==> config.mk <==
export PLATFORM = sky130hd
export DESIGN_NAME = hfc_ctrl
export DESIGN_NICKNAME = d
export VERILOG_FILES = /design/src/rtl/hfc_pkg.sv /design/src/rtl/hfc_ctrl.sv /design/src/rtl/hfc_word_buf.sv
export SDC_FILE = /design/constraint.sdc
export NUM_CORES = 1
export LEC_CHECK = 0
export ABC_AREA = 1
export BUFFER_PORTS_ARGS = -buffer_cell sky130_fd_sc_hd__buf_2
export CORE_ASPECT_RATIO = 1.25
export CORE_UTILIZATION = 30
export CTS_CLUSTER_DIAMETER = 30
export CTS_CLUSTER_SIZE = 30
export DETAILED_ROUTE_END_ITERATION = 8
export GPL_TIMING_DRIVEN = 1
export PLACE_DENSITY = 0.49
export SLEW_MARGIN = 5
export SYNTH_ARGS = -nofsm -noshare
export SYNTH_HDL_FRONTEND = slang
export SYNTH_HIERARCHICAL = 1
export SYNTH_SLANG_ARGS = --single-unit
==> constraint.sdc <==
create_clock -name clock -period 5.8 [get_ports clock]
set_input_delay 1.16 -clock clock [delete_from_list [all_inputs] [get_ports clock]]
set_output_delay 1.16 -clock clock [all_outputs]
set_load 0.05 [all_outputs]
==> src/rtl/hfc_pkg.sv <==
// Purpose: Shared constants and types for the chained FIFO array controller.
// Assumes: A 200 MHz controller clock.
//          Strobe timing is taken from the slowest speed grade so that every grade is served.
// Notes:   Times are kept in ns and turned into whole cycles, rounding up.

package hfc_pkg;

  // ==========================================================================
  // Array shape
  // ==========================================================================
  localparam int DATA_W    = 9;   // Word width of one device.
  localparam int NUM_DEV   = 3;   // Devices in the depth chain.
  localparam int DEV_WORDS = 512; // Words held by one device.
  localparam int BUF_DEPTH = 2;   // Entries in the read-side buffer.
  localparam int TIMER_W   = 6;   // Width of the strobe timer.

  // ==========================================================================
  // Clock and pin timing
  // ==========================================================================
  localparam int CLK_MHZ         = 200;
  localparam int STROBE_PULSE_NS = 200; // Least low time of a write or read strobe.
  localparam int STROBE_CYCLE_NS = 235; // Least write or read cycle time.
  localparam int STROBE_REC_NS   = 35;  // Least recovery after a write or read strobe.
  localparam int REWIND_PULSE_NS = 200; // Least low time of the rewind-read pin.
  localparam int REWIND_CYCLE_NS = 235; // Rewind cycle time, flags valid after it.
  localparam int REWIND_REC_NS   = 35;  // Least recovery after the rewind-read pin.
  localparam int RESET_PULSE_NS  = 200; // Least low time of the device reset pin.
  localparam int RESET_CYCLE_NS  = 235; // Reset cycle time, flags valid after it.
  localparam int RESET_REC_NS    = 35;  // Least recovery after the reset pin.

  // Whole cycles for each time, rounded up.
  localparam int STROBE_PULSE_C = (STROBE_PULSE_NS * CLK_MHZ + 999) / 1000;
  localparam int STROBE_CYCLE_C = (STROBE_CYCLE_NS * CLK_MHZ + 999) / 1000;
  localparam int STROBE_REC_C   = (STROBE_REC_NS * CLK_MHZ + 999) / 1000;
  localparam int REWIND_PULSE_C = (REWIND_PULSE_NS * CLK_MHZ + 999) / 1000;
  localparam int REWIND_CYCLE_C = (REWIND_CYCLE_NS * CLK_MHZ + 999) / 1000;
  localparam int REWIND_REC_C   = (REWIND_REC_NS * CLK_MHZ + 999) / 1000;
  localparam int RESET_PULSE_C  = (RESET_PULSE_NS * CLK_MHZ + 999) / 1000;
  localparam int RESET_CYCLE_C  = (RESET_CYCLE_NS * CLK_MHZ + 999) / 1000;
  localparam int RESET_REC_C    = (RESET_REC_NS * CLK_MHZ + 999) / 1000;

  // High time after each pulse: the larger of recovery and cycle less pulse.
  localparam int STROBE_TAIL_C = (STROBE_CYCLE_C - STROBE_PULSE_C > STROBE_REC_C) ?
                                 STROBE_CYCLE_C - STROBE_PULSE_C : STROBE_REC_C;
  localparam int REWIND_TAIL_C = (REWIND_CYCLE_C - REWIND_PULSE_C > REWIND_REC_C) ?
                                 REWIND_CYCLE_C - REWIND_PULSE_C : REWIND_REC_C;
  localparam int RESET_TAIL_C  = (RESET_CYCLE_C - RESET_PULSE_C > RESET_REC_C) ?
                                 RESET_CYCLE_C - RESET_PULSE_C : RESET_REC_C;

  // Timer loads, one less than the cycle count because the timer ends at zero.
  localparam logic [TIMER_W-1:0] STROBE_PULSE_LOAD = TIMER_W'(STROBE_PULSE_C - 1);
  localparam logic [TIMER_W-1:0] STROBE_TAIL_LOAD  = TIMER_W'(STROBE_TAIL_C - 1);
  localparam logic [TIMER_W-1:0] REWIND_PULSE_LOAD = TIMER_W'(REWIND_PULSE_C - 1);
  localparam logic [TIMER_W-1:0] REWIND_TAIL_LOAD  = TIMER_W'(REWIND_TAIL_C - 1);
  localparam logic [TIMER_W-1:0] RESET_PULSE_LOAD  = TIMER_W'(RESET_PULSE_C - 1);
  localparam logic [TIMER_W-1:0] RESET_TAIL_LOAD   = TIMER_W'(RESET_TAIL_C - 1);

  // ==========================================================================
  // Controller states
  // ==========================================================================
  typedef enum logic [3:0] {
    ST_RESET_LOW,
    ST_RESET_TAIL,
    ST_IDLE,
    ST_WRITE_LOW,
    ST_WRITE_TAIL,
    ST_READ_LOW,
    ST_READ_TAIL,
    ST_REWIND_LOW,
    ST_REWIND_TAIL
  } hfc_state_e;

endpackage

==> src/rtl/hfc_ctrl.sv <==
// Purpose: Controller that drives a depth-chained or standalone array of asynchronous
//          FIFO devices through their strobe, reset, rewind and mode pins.
// Assumes: Device flags arrive synchronous to clock; the board wires each chain-out to
//          the next chain-in and the last chain-out back to the first chain-in.
// Notes:   One strobe at a time; reads land in a two-entry buffer so a stalled
//          receiver never loses a word.

`timescale 1ns/1ps

module hfc_ctrl (
  // Clock and reset
  input  wire logic                            clock,
  input  wire logic                            rst_n,
  // Commands from the local system
  input  wire logic                            depth_mode,
  input  wire logic                            reset_req,
  input  wire logic                            rewind_req,
  // Words to store
  input  wire logic                            wr_valid,
  output logic                                 wr_ready,
  input  wire logic [hfc_pkg::DATA_W-1:0]      wr_data,
  // Words fetched
  output logic                                 rd_valid,
  input  wire logic                            rd_ready,
  output logic      [hfc_pkg::DATA_W-1:0]      rd_data,
  // Status toward the local system
  output logic                                 array_ready,
  output logic                                 depth_active,
  output logic                                 rewind_refused,
  output logic                                 array_empty,
  output logic                                 array_full,
  // Strobes shared by every device of the array
  output logic                                 write_n,
  output logic                                 read_n,
  output logic                                 reset_in_n,
  output logic                                 rewind_read_n,
  output logic      [hfc_pkg::DATA_W-1:0]      data_to_fifo,
  input  wire logic [hfc_pkg::DATA_W-1:0]      data_from_fifo,
  // Mode pins of the chained devices
  output logic      [hfc_pkg::NUM_DEV-1:0]     first_load_select_n,
  output logic                                 chain_in_n_out,
  output logic                                 chain_in_n_oe,
  // One flag pair from each chained device
  input  wire logic [hfc_pkg::NUM_DEV-1:0]     empty_indicator_n,
  input  wire logic [hfc_pkg::NUM_DEV-1:0]     full_indicator_n
);

  hfc_pkg::hfc_state_e               state_reg;
  hfc_pkg::hfc_state_e               state_next;
  logic [hfc_pkg::TIMER_W-1:0]       timer_reg;
  logic [hfc_pkg::TIMER_W-1:0]       timer_next;
  logic [hfc_pkg::DATA_W-1:0]        wdata_reg;
  logic                              mode_reg;
  logic                              init_reg;
  logic                              reset_pend_reg;
  logic                              rewind_pend_reg;
  logic                              refused_reg;
  logic                              read_last_reg;
  logic                              timer_done;
  logic                              comp_empty_n;
  logic                              comp_full_n;
  logic                              idle;
  logic                              can_read;
  logic                              can_write;
  logic                              go_reset;
  logic                              go_rewind;
  logic                              go_read;
  logic                              go_write;
  logic                              rewind_bad;
  logic                              sample_read;
  logic                              buf_in_ready;

  // ==========================================================================
  // Composite flags and request arbitration
  // ==========================================================================
  // An active-low composite flag asserts only when every device asserts it.
  // One flag pair from each device of the depth chain reaches this controller.
  // Each system watches only the flags of the devices that it strobes.
  assign comp_empty_n = |empty_indicator_n;
  assign comp_full_n  = |full_indicator_n;
  assign idle         = (state_reg == hfc_pkg::ST_IDLE) & init_reg;
  assign timer_done   = (timer_reg == '0);

  // A rewind in depth-chained mode is refused, not issued.
  assign rewind_bad = idle & rewind_pend_reg & mode_reg;
  assign go_reset   = (state_reg == hfc_pkg::ST_IDLE) & reset_pend_reg;
  assign go_rewind  = idle & ~reset_pend_reg & rewind_pend_reg & ~mode_reg;

  // Reads need a free buffer entry; writes are never started while full.
  // Flags are trusted only in idle, past every cycle time.
  assign can_read  = idle & ~reset_pend_reg & ~rewind_pend_reg & comp_empty_n & buf_in_ready;
  assign can_write = idle & ~reset_pend_reg & ~rewind_pend_reg & comp_full_n;
  assign go_read   = can_read & (~can_write | ~wr_valid | ~read_last_reg);
  assign go_write  = can_write & wr_valid & ~go_read;
  assign wr_ready  = go_write;

  // The read word is taken on the last low cycle of the read strobe.
  assign sample_read = (state_reg == hfc_pkg::ST_READ_LOW) & timer_done;

  // ==========================================================================
  // State sequencing
  // ==========================================================================
  // Every pulse and its tail are timed by one down-counter.
  always_comb
  begin
    state_next = state_reg;
    timer_next = timer_done ? timer_reg : timer_reg - 1'b1;
    case (state_reg)
      hfc_pkg::ST_RESET_LOW:
      begin
        if (timer_done)
        begin
          state_next = hfc_pkg::ST_RESET_TAIL;
          timer_next = hfc_pkg::RESET_TAIL_LOAD;
        end
      end
      hfc_pkg::ST_RESET_TAIL:
      begin
        if (timer_done)
          state_next = hfc_pkg::ST_IDLE;
      end
      hfc_pkg::ST_IDLE:
      begin
        if (go_reset)
        begin
          state_next = hfc_pkg::ST_RESET_LOW;
          timer_next = hfc_pkg::RESET_PULSE_LOAD;
        end
        else if (go_rewind)
        begin
          state_next = hfc_pkg::ST_REWIND_LOW;
          timer_next = hfc_pkg::REWIND_PULSE_LOAD;
        end
        else if (go_read)
        begin
          state_next = hfc_pkg::ST_READ_LOW;
          timer_next = hfc_pkg::STROBE_PULSE_LOAD;
        end
        else if (go_write)
        begin
          state_next = hfc_pkg::ST_WRITE_LOW;
          timer_next = hfc_pkg::STROBE_PULSE_LOAD;
        end
      end
      hfc_pkg::ST_WRITE_LOW:
      begin
        if (timer_done)
        begin
          state_next = hfc_pkg::ST_WRITE_TAIL;
          timer_next = hfc_pkg::STROBE_TAIL_LOAD;
        end
      end
      hfc_pkg::ST_READ_LOW:
      begin
        if (timer_done)
        begin
          state_next = hfc_pkg::ST_READ_TAIL;
          timer_next = hfc_pkg::STROBE_TAIL_LOAD;
        end
      end
      hfc_pkg::ST_REWIND_LOW:
      begin
        if (timer_done)
        begin
          state_next = hfc_pkg::ST_REWIND_TAIL;
          timer_next = hfc_pkg::REWIND_TAIL_LOAD;
        end
      end
      hfc_pkg::ST_WRITE_TAIL,
      hfc_pkg::ST_READ_TAIL,
      hfc_pkg::ST_REWIND_TAIL:
      begin
        if (timer_done)
          state_next = hfc_pkg::ST_IDLE;
      end
      default:
      begin
        state_next = hfc_pkg::ST_IDLE;
        timer_next = '0;
      end
    endcase
  end

  // State and timer registers; controller reset starts a device reset at once.
  always_ff @(posedge clock or negedge rst_n)
  begin
    if (!rst_n)
    begin
      state_reg <= hfc_pkg::ST_RESET_LOW;
      timer_reg <= hfc_pkg::RESET_PULSE_LOAD;
    end
    else
    begin
      state_reg <= state_next;
      timer_reg <= timer_next;
    end
  end

  // ==========================================================================
  // Pending requests and mode capture
  // ==========================================================================
  // Requests stay pending until served, a rewind also until refused or dropped by a device reset; a new request wins over the clear.
  always_ff @(posedge clock or negedge rst_n)
  begin
    if (!rst_n)
    begin
      reset_pend_reg  <= 1'b0;
      rewind_pend_reg <= 1'b0;
      refused_reg     <= 1'b0;
    end
    else
    begin
      reset_pend_reg  <= reset_req | (reset_pend_reg & ~go_reset);
      rewind_pend_reg <= rewind_req | (rewind_pend_reg & ~(go_rewind | rewind_bad | go_reset));
      refused_reg     <= rewind_bad;
    end
  end

  // The mode is caught while the device reset pin is low and holds until the next one.
  always_ff @(posedge clock or negedge rst_n)
  begin
    if (!rst_n)
    begin
      mode_reg <= 1'b0;
      init_reg <= 1'b0;
    end
    else
    begin
      if (state_reg == hfc_pkg::ST_RESET_LOW)
        mode_reg <= depth_mode;
      if (state_reg == hfc_pkg::ST_RESET_LOW)
        init_reg <= 1'b0;
      else if ((state_reg == hfc_pkg::ST_RESET_TAIL) && timer_done)
        init_reg <= 1'b1;
    end
  end

  // Write data is held from the strobe's fall through its tail; reads and writes alternate.
  always_ff @(posedge clock or negedge rst_n)
  begin
    if (!rst_n)
    begin
      wdata_reg     <= '0;
      read_last_reg <= 1'b0;
    end
    else
    begin
      if (go_write)
        wdata_reg <= wr_data;
      if (go_read)
        read_last_reg <= 1'b1;
      else if (go_write)
        read_last_reg <= 1'b0;
    end
  end

  // ==========================================================================
  // Pin drive
  // ==========================================================================
  // Strobes are low only in their own low states, so at most one is low at once.
  // The first device alone sees load-select low in depth mode.
  // In standalone mode the first device's chain-in is pulled low, else the board
  // ring of chain-out to chain-in carries it.
  // In depth mode the pin is released, so the ring sets chain-in timing.
  // The first device accepts strobes at once; later devices follow the chain token,
  // so the strobes run shared and unchanged across the array.
  assign write_n       = (state_reg != hfc_pkg::ST_WRITE_LOW);
  assign read_n        = (state_reg != hfc_pkg::ST_READ_LOW);
  assign reset_in_n    = (state_reg != hfc_pkg::ST_RESET_LOW);
  assign rewind_read_n = (state_reg != hfc_pkg::ST_REWIND_LOW);
  assign data_to_fifo  = wdata_reg;
  assign chain_in_n_out = 1'b0;
  assign chain_in_n_oe  = ~mode_reg;
  for (genvar d = 0; d < hfc_pkg::NUM_DEV; d++)
  begin : g_load_sel
    assign first_load_select_n[d] = mode_reg ? (d != 0) : 1'b1;
  end

  // Status toward the local system.
  assign array_ready    = init_reg;
  assign depth_active   = mode_reg;
  assign rewind_refused = refused_reg;
  assign array_empty    = ~comp_empty_n;
  assign array_full     = ~comp_full_n;

  // ==========================================================================
  // Read buffer
  // ==========================================================================
  // A read is started only when an entry is free, so the sampled word always fits.
  hfc_word_buf #(
    .WIDTH (hfc_pkg::DATA_W),
    .DEPTH (hfc_pkg::BUF_DEPTH)
  ) u_rd_buf (
    .clock     (clock),
    .rst_n     (rst_n),
    .in_valid  (sample_read),
    .in_ready  (buf_in_ready),
    .in_data   (data_from_fifo),
    .out_valid (rd_valid),
    .out_ready (rd_ready),
    .out_data  (rd_data)
  );

endmodule

==> src/rtl/hfc_word_buf.sv <==
// Purpose: Two-entry word buffer with valid and ready on both sides.
// Assumes: One clock, asynchronous active-low reset.
// Notes:   Ready on the fill side falls only when both entries hold data.

`timescale 1ns/1ps

module hfc_word_buf #(
  parameter int WIDTH = hfc_pkg::DATA_W,
  parameter int DEPTH = hfc_pkg::BUF_DEPTH
) (
  // Clock and reset
  input  wire logic             clock,
  input  wire logic             rst_n,
  // Fill side
  input  wire logic             in_valid,
  output logic                  in_ready,
  input  wire logic [WIDTH-1:0] in_data,
  // Drain side
  output logic                  out_valid,
  input  wire logic             out_ready,
  output logic      [WIDTH-1:0] out_data
);

  localparam int PW = (DEPTH > 1) ? $clog2(DEPTH) : 1;

  logic [WIDTH-1:0] mem_reg [DEPTH];
  logic [PW-1:0]    wr_idx_reg;
  logic [PW-1:0]    rd_idx_reg;
  logic [PW:0]      count_reg;
  logic             push;
  logic             pop;
  logic [PW-1:0]    wr_idx_next;
  logic [PW-1:0]    rd_idx_next;

  // ==========================================================================
  // Handshake decode
  // ==========================================================================
  // Full and empty come straight from the occupancy count.
  assign in_ready    = (count_reg != (PW + 1)'(DEPTH));
  assign out_valid   = (count_reg != '0);
  assign push        = in_valid & in_ready;
  assign pop         = out_valid & out_ready;
  assign out_data    = mem_reg[rd_idx_reg];
  assign wr_idx_next = (wr_idx_reg == PW'(DEPTH - 1)) ? '0 : wr_idx_reg + 1'b1;
  assign rd_idx_next = (rd_idx_reg == PW'(DEPTH - 1)) ? '0 : rd_idx_reg + 1'b1;

  // ==========================================================================
  // Storage
  // ==========================================================================
  // Each entry loads only when the write index points at it.
  for (genvar i = 0; i < DEPTH; i++)
  begin : g_entry
    always_ff @(posedge clock or negedge rst_n)
    begin
      if (!rst_n)
        mem_reg[i] <= '0;
      else if (push && (wr_idx_reg == PW'(i)))
        mem_reg[i] <= in_data;
    end
  end

  // Indices and occupancy move with the two handshakes.
  always_ff @(posedge clock or negedge rst_n)
  begin
    if (!rst_n)
    begin
      wr_idx_reg <= '0;
      rd_idx_reg <= '0;
      count_reg  <= '0;
    end
    else
    begin
      if (push)
        wr_idx_reg <= wr_idx_next;
      if (pop)
        rd_idx_reg <= rd_idx_next;
      if (push && !pop)
        count_reg <= count_reg + 1'b1;
      else if (pop && !push)
        count_reg <= count_reg - 1'b1;
    end
  end

endmodule

==> flow_metrics.py <==
metrics = {
    "sta": {
        "relSlewSlack_pct": 58.3,
        "tightest_slew_ps": 626,
        "rsz0062_at_grt": "false",
        "fin_skew_ps": 10.9,
        "finalSetupViolations": 0,
        "fin_crit_ps": 3360,
        "hold_violations": 0,
        "slew_viol_final": 0,
        "setup_tns_ps": 0,
        "timing.final.crit_share_pct": 58.0,
        "fmax_ghz": 0.297,
        "hold_slack_ps": 478,
    },
    "global_route": {
        "grt_overflow": 0,
        "grt_pass1_wl_um": 9870,
        "grt_pass1_vias": 2071,
        "grt_max_degree": 48,
        "antenna_found_initial": 0,
        "grt_usage_pct": 14.2,
    },
    "finish": {
        "multi_input_area_sq_um": 1130,
        "largest_reg_flops": 18,
        "seqCellArea_sq_um": 1180,
        "num_antenna_cells": 0,
        "area_delta_synth_final_pct": 18.0,
        "layout-drive-gt1-share_pct": 25.7,
        "fillers": 901,
        "nets": 415,
    },
    "placement": {
        "dpl.hpwl_um": 4060,
        "portBuffers": 61,
        "globalplace.congestion": 0.801,
    },
    "die": {
        "die_area_sq_um": 8800,
        "core_area_sq_um": 8190,
        "start_util_pct": 30.9,
        "std_cell_rows": 37,
        "io_pins": 65,
        "die_x_um": 84.1,
        "die_h_um": 105,
    },
    "cts": {
        "tritoncts": "built",
        "cts.repair.resized": 0,
        "cts-root-buf": "clkbuf_8",
        "cts_made_buffers": 5,
        "clock_path_buffers": 2,
        "htree_levels": 2,
        "hold_buffers": 0,
        "insertion_delay_ps": 310,
        "post_cts_buffers": 0,
        "clock_sinks": 47,
        "path_clk_slew_ps": 90,
    },
    "route": {
        "post-route-drc-count": 6,
        "drt_iter0_drc": 57,
        "ant_nets": 0,
        "drtPass1Iterations": 8,
        "wl_um": 5790,
        "vias": 2189,
        "wl_per_cell_um": 12.1,
        "viasPerCell": 4.57,
    },
    "setup_path": {
        "reg2regPathDepth": 12,
        "crit_path_max_fanout": 10,
        "crit_path_top_delay_cell": "o211ai_4",
        "cpMostUsedCell": "buf_2",
        "required_ps": 4640,
        "worstSetupPathType": "input port to primary output",
        "cp.arrival_ps": 2200,
        "start_kind": "input port",
        "crit_chain": "buf_2 -> inv_1 -> nand3_1 -> nand2_1 -> o211ai_4 -> inv_2 -> buf_2",
        "slowest_delay_ps": 320,
        "worstSetupEndpointType": "primary output",
    },
    "logic_synthesis": {
        "netlist_area_sq_um": 2530,
        "netlist_instances": 321,
        "synth.area.top_cells": "dfrtp_1, nand2_1, nand4_1",
        "yosysWarnings": 6,
        "synth_top_area_share_pct": 42.6,
        "synth-seq-cells": 47,
        "ys_seq_area_share_pct": 46.7,
        "ys_types": 36,
        "synth_top_cell_by_area": "dfrtp_1",
        "avgSynthCellArea_sq_um": 7.88,
    },
    "power_and_ir_drop": {
        "internal_power_mw": 0.435,
        "powerDensity_nw_per_um2": 194,
        "leakagePower_nw": 1.62,
        "p_sw_share_pct": 24.7,
        "irDropWorstVdd_v": 0.0000770,
        "pwr-share-comb_pct": 5.7,
        "power_switching_mw": 0.143,
        "p_clk_share_pct": 37.4,
        "seqPwrFrac_pct": 56.8,
    },
    "outcome": {
        "status": "finished, violations left",
        "violations": "DRC",
    },
    "flow_run": {
        "cap_violations": 0,
    },
    "min_path": {
        "hold-path-cell-count": 2,
        "hp-class": "flop to flop",
    },
}
metal layers:
layer	GRT usage (%)	up-vias	part of all wire (%)
met5	0	-	0
met4	5.91	0	1.6
met3	2.37	4	3.6
met2	24.5	46	50
met1	17.5	1008	45
li1	-	1131	-
layout by cell type, fill, tap and decap left out, types with 2 or more instances in the layout:
cell type / count
dfstp_2: 4
buf_4: 2
buf_2: 61
inv_2: 5
inv_1: 29
clkbuf_8: 6
a21oi_2: 2
ha_1: 3
nor3_1: 2
nand3_4: 2
xor2_1: 3
nand4_1: 21
dfrtp_1: 43
nand2_2: 4
nand2_1: 134
nor2_1: 14
o21ai_0: 6
a21oi_1: 6
nor2_4: 3
conb_1: 3
nand3_1: 12
cells in the mapped netlist, drive strengths merged:
library cell / instances
nand2: 139
dfrtp: 43
xnor2: 1
xor2: 3
nand4: 22
or2: 2
conb: 2
inv: 34
o211ai: 2
nor2: 18
ha: 3
a21oi: 8
dfstp: 4
o21bai: 1
nand3: 15
a21o: 1
o21ai: 8
a21boi: 1
buf: 11
nor3: 2
clkinv: 1
critical path: cells and delay by family:
kind | cells | cell delay, ps
buffers and inverters | 4 | 490
AND/OR/NAND/NOR | 2 | 230
AO/OA/AOI/OAI | 1 | 320
path summary, 6_finish.rpt:
| check | start | end | slack (ps) |
|---|---|---|---|
| worst max register to register | timer_reg[0] | u_rd_buf/count_reg[1] | 3530 |
| max in group asynchronous | rst_n | rewind_refused | 4430 |
| worst min-delay path | u_rd_buf/mem_reg[8] | u_rd_buf/mem_reg[8] | 480 |
| worst max-delay path | empty_indicator_n[0] | wr_ready | 2440 |
| min in group asynchronous | rst_n | u_rd_buf/mem_reg[5] | 960 |
| worst min register to register | u_rd_buf/mem_reg[8] | u_rd_buf/mem_reg[8] | 480 |
power groups by stage:
stage	Sequential, mW	Combinational (mW)	Clock [mW]
2_1_floorplan	0.336	0.0142	0
3_3_place_gp	0.335	0.0343	0
3_5_place_dp	0.335	0.0343	0
4_1_cts	0.328	0.0344	0.228
5_1_grt	0.329	0.0370	0.239
6_report	0.328	0.0332	0.216
area by class of cell:
type	instances	share of cell area, %
multi-input combinational	229	37.9
clock inverter	2	0.545
inverter	35	4.40
sequential	47	39.6
tap	97	4.07
timing repair buffer	63	10.7
clock buffer	6	2.77
stage by stage:
stage	instance area (sq um)	setup slack, ps	cells	util [%]	total power [mW]
2_1_floorplan	2530	2800	322	-	0.350
3_3_place_gp	2880	2420	471	35.2	0.369
3_5_place_dp	2880	2400	471	35.2	0.369
4_1_cts	2980	2400	479	36.4	0.590
5_1_grt	2980	2290	479	36.4	0.605
6_report	2980	2440	479	36.4	0.578
kinds of logic after synthesis:
| logic type | Yosys count | share of synthesized area, % |
|---|---|---|
| AND/OR/NAND/NOR | 198 | 35.7 |
| adder cells (fa/ha/maj) | 3 | 1.48 |
| buffers and inverters | 46 | 8.76 |
| AO/OA/AOI/OAI | 21 | 5.64 |
| other | 2 | 0.297 |
| XOR/XNOR | 4 | 1.39 |
| flip-flops | 47 | 46.7 |
Note: power is estimated with default switching activity, not from simulation.
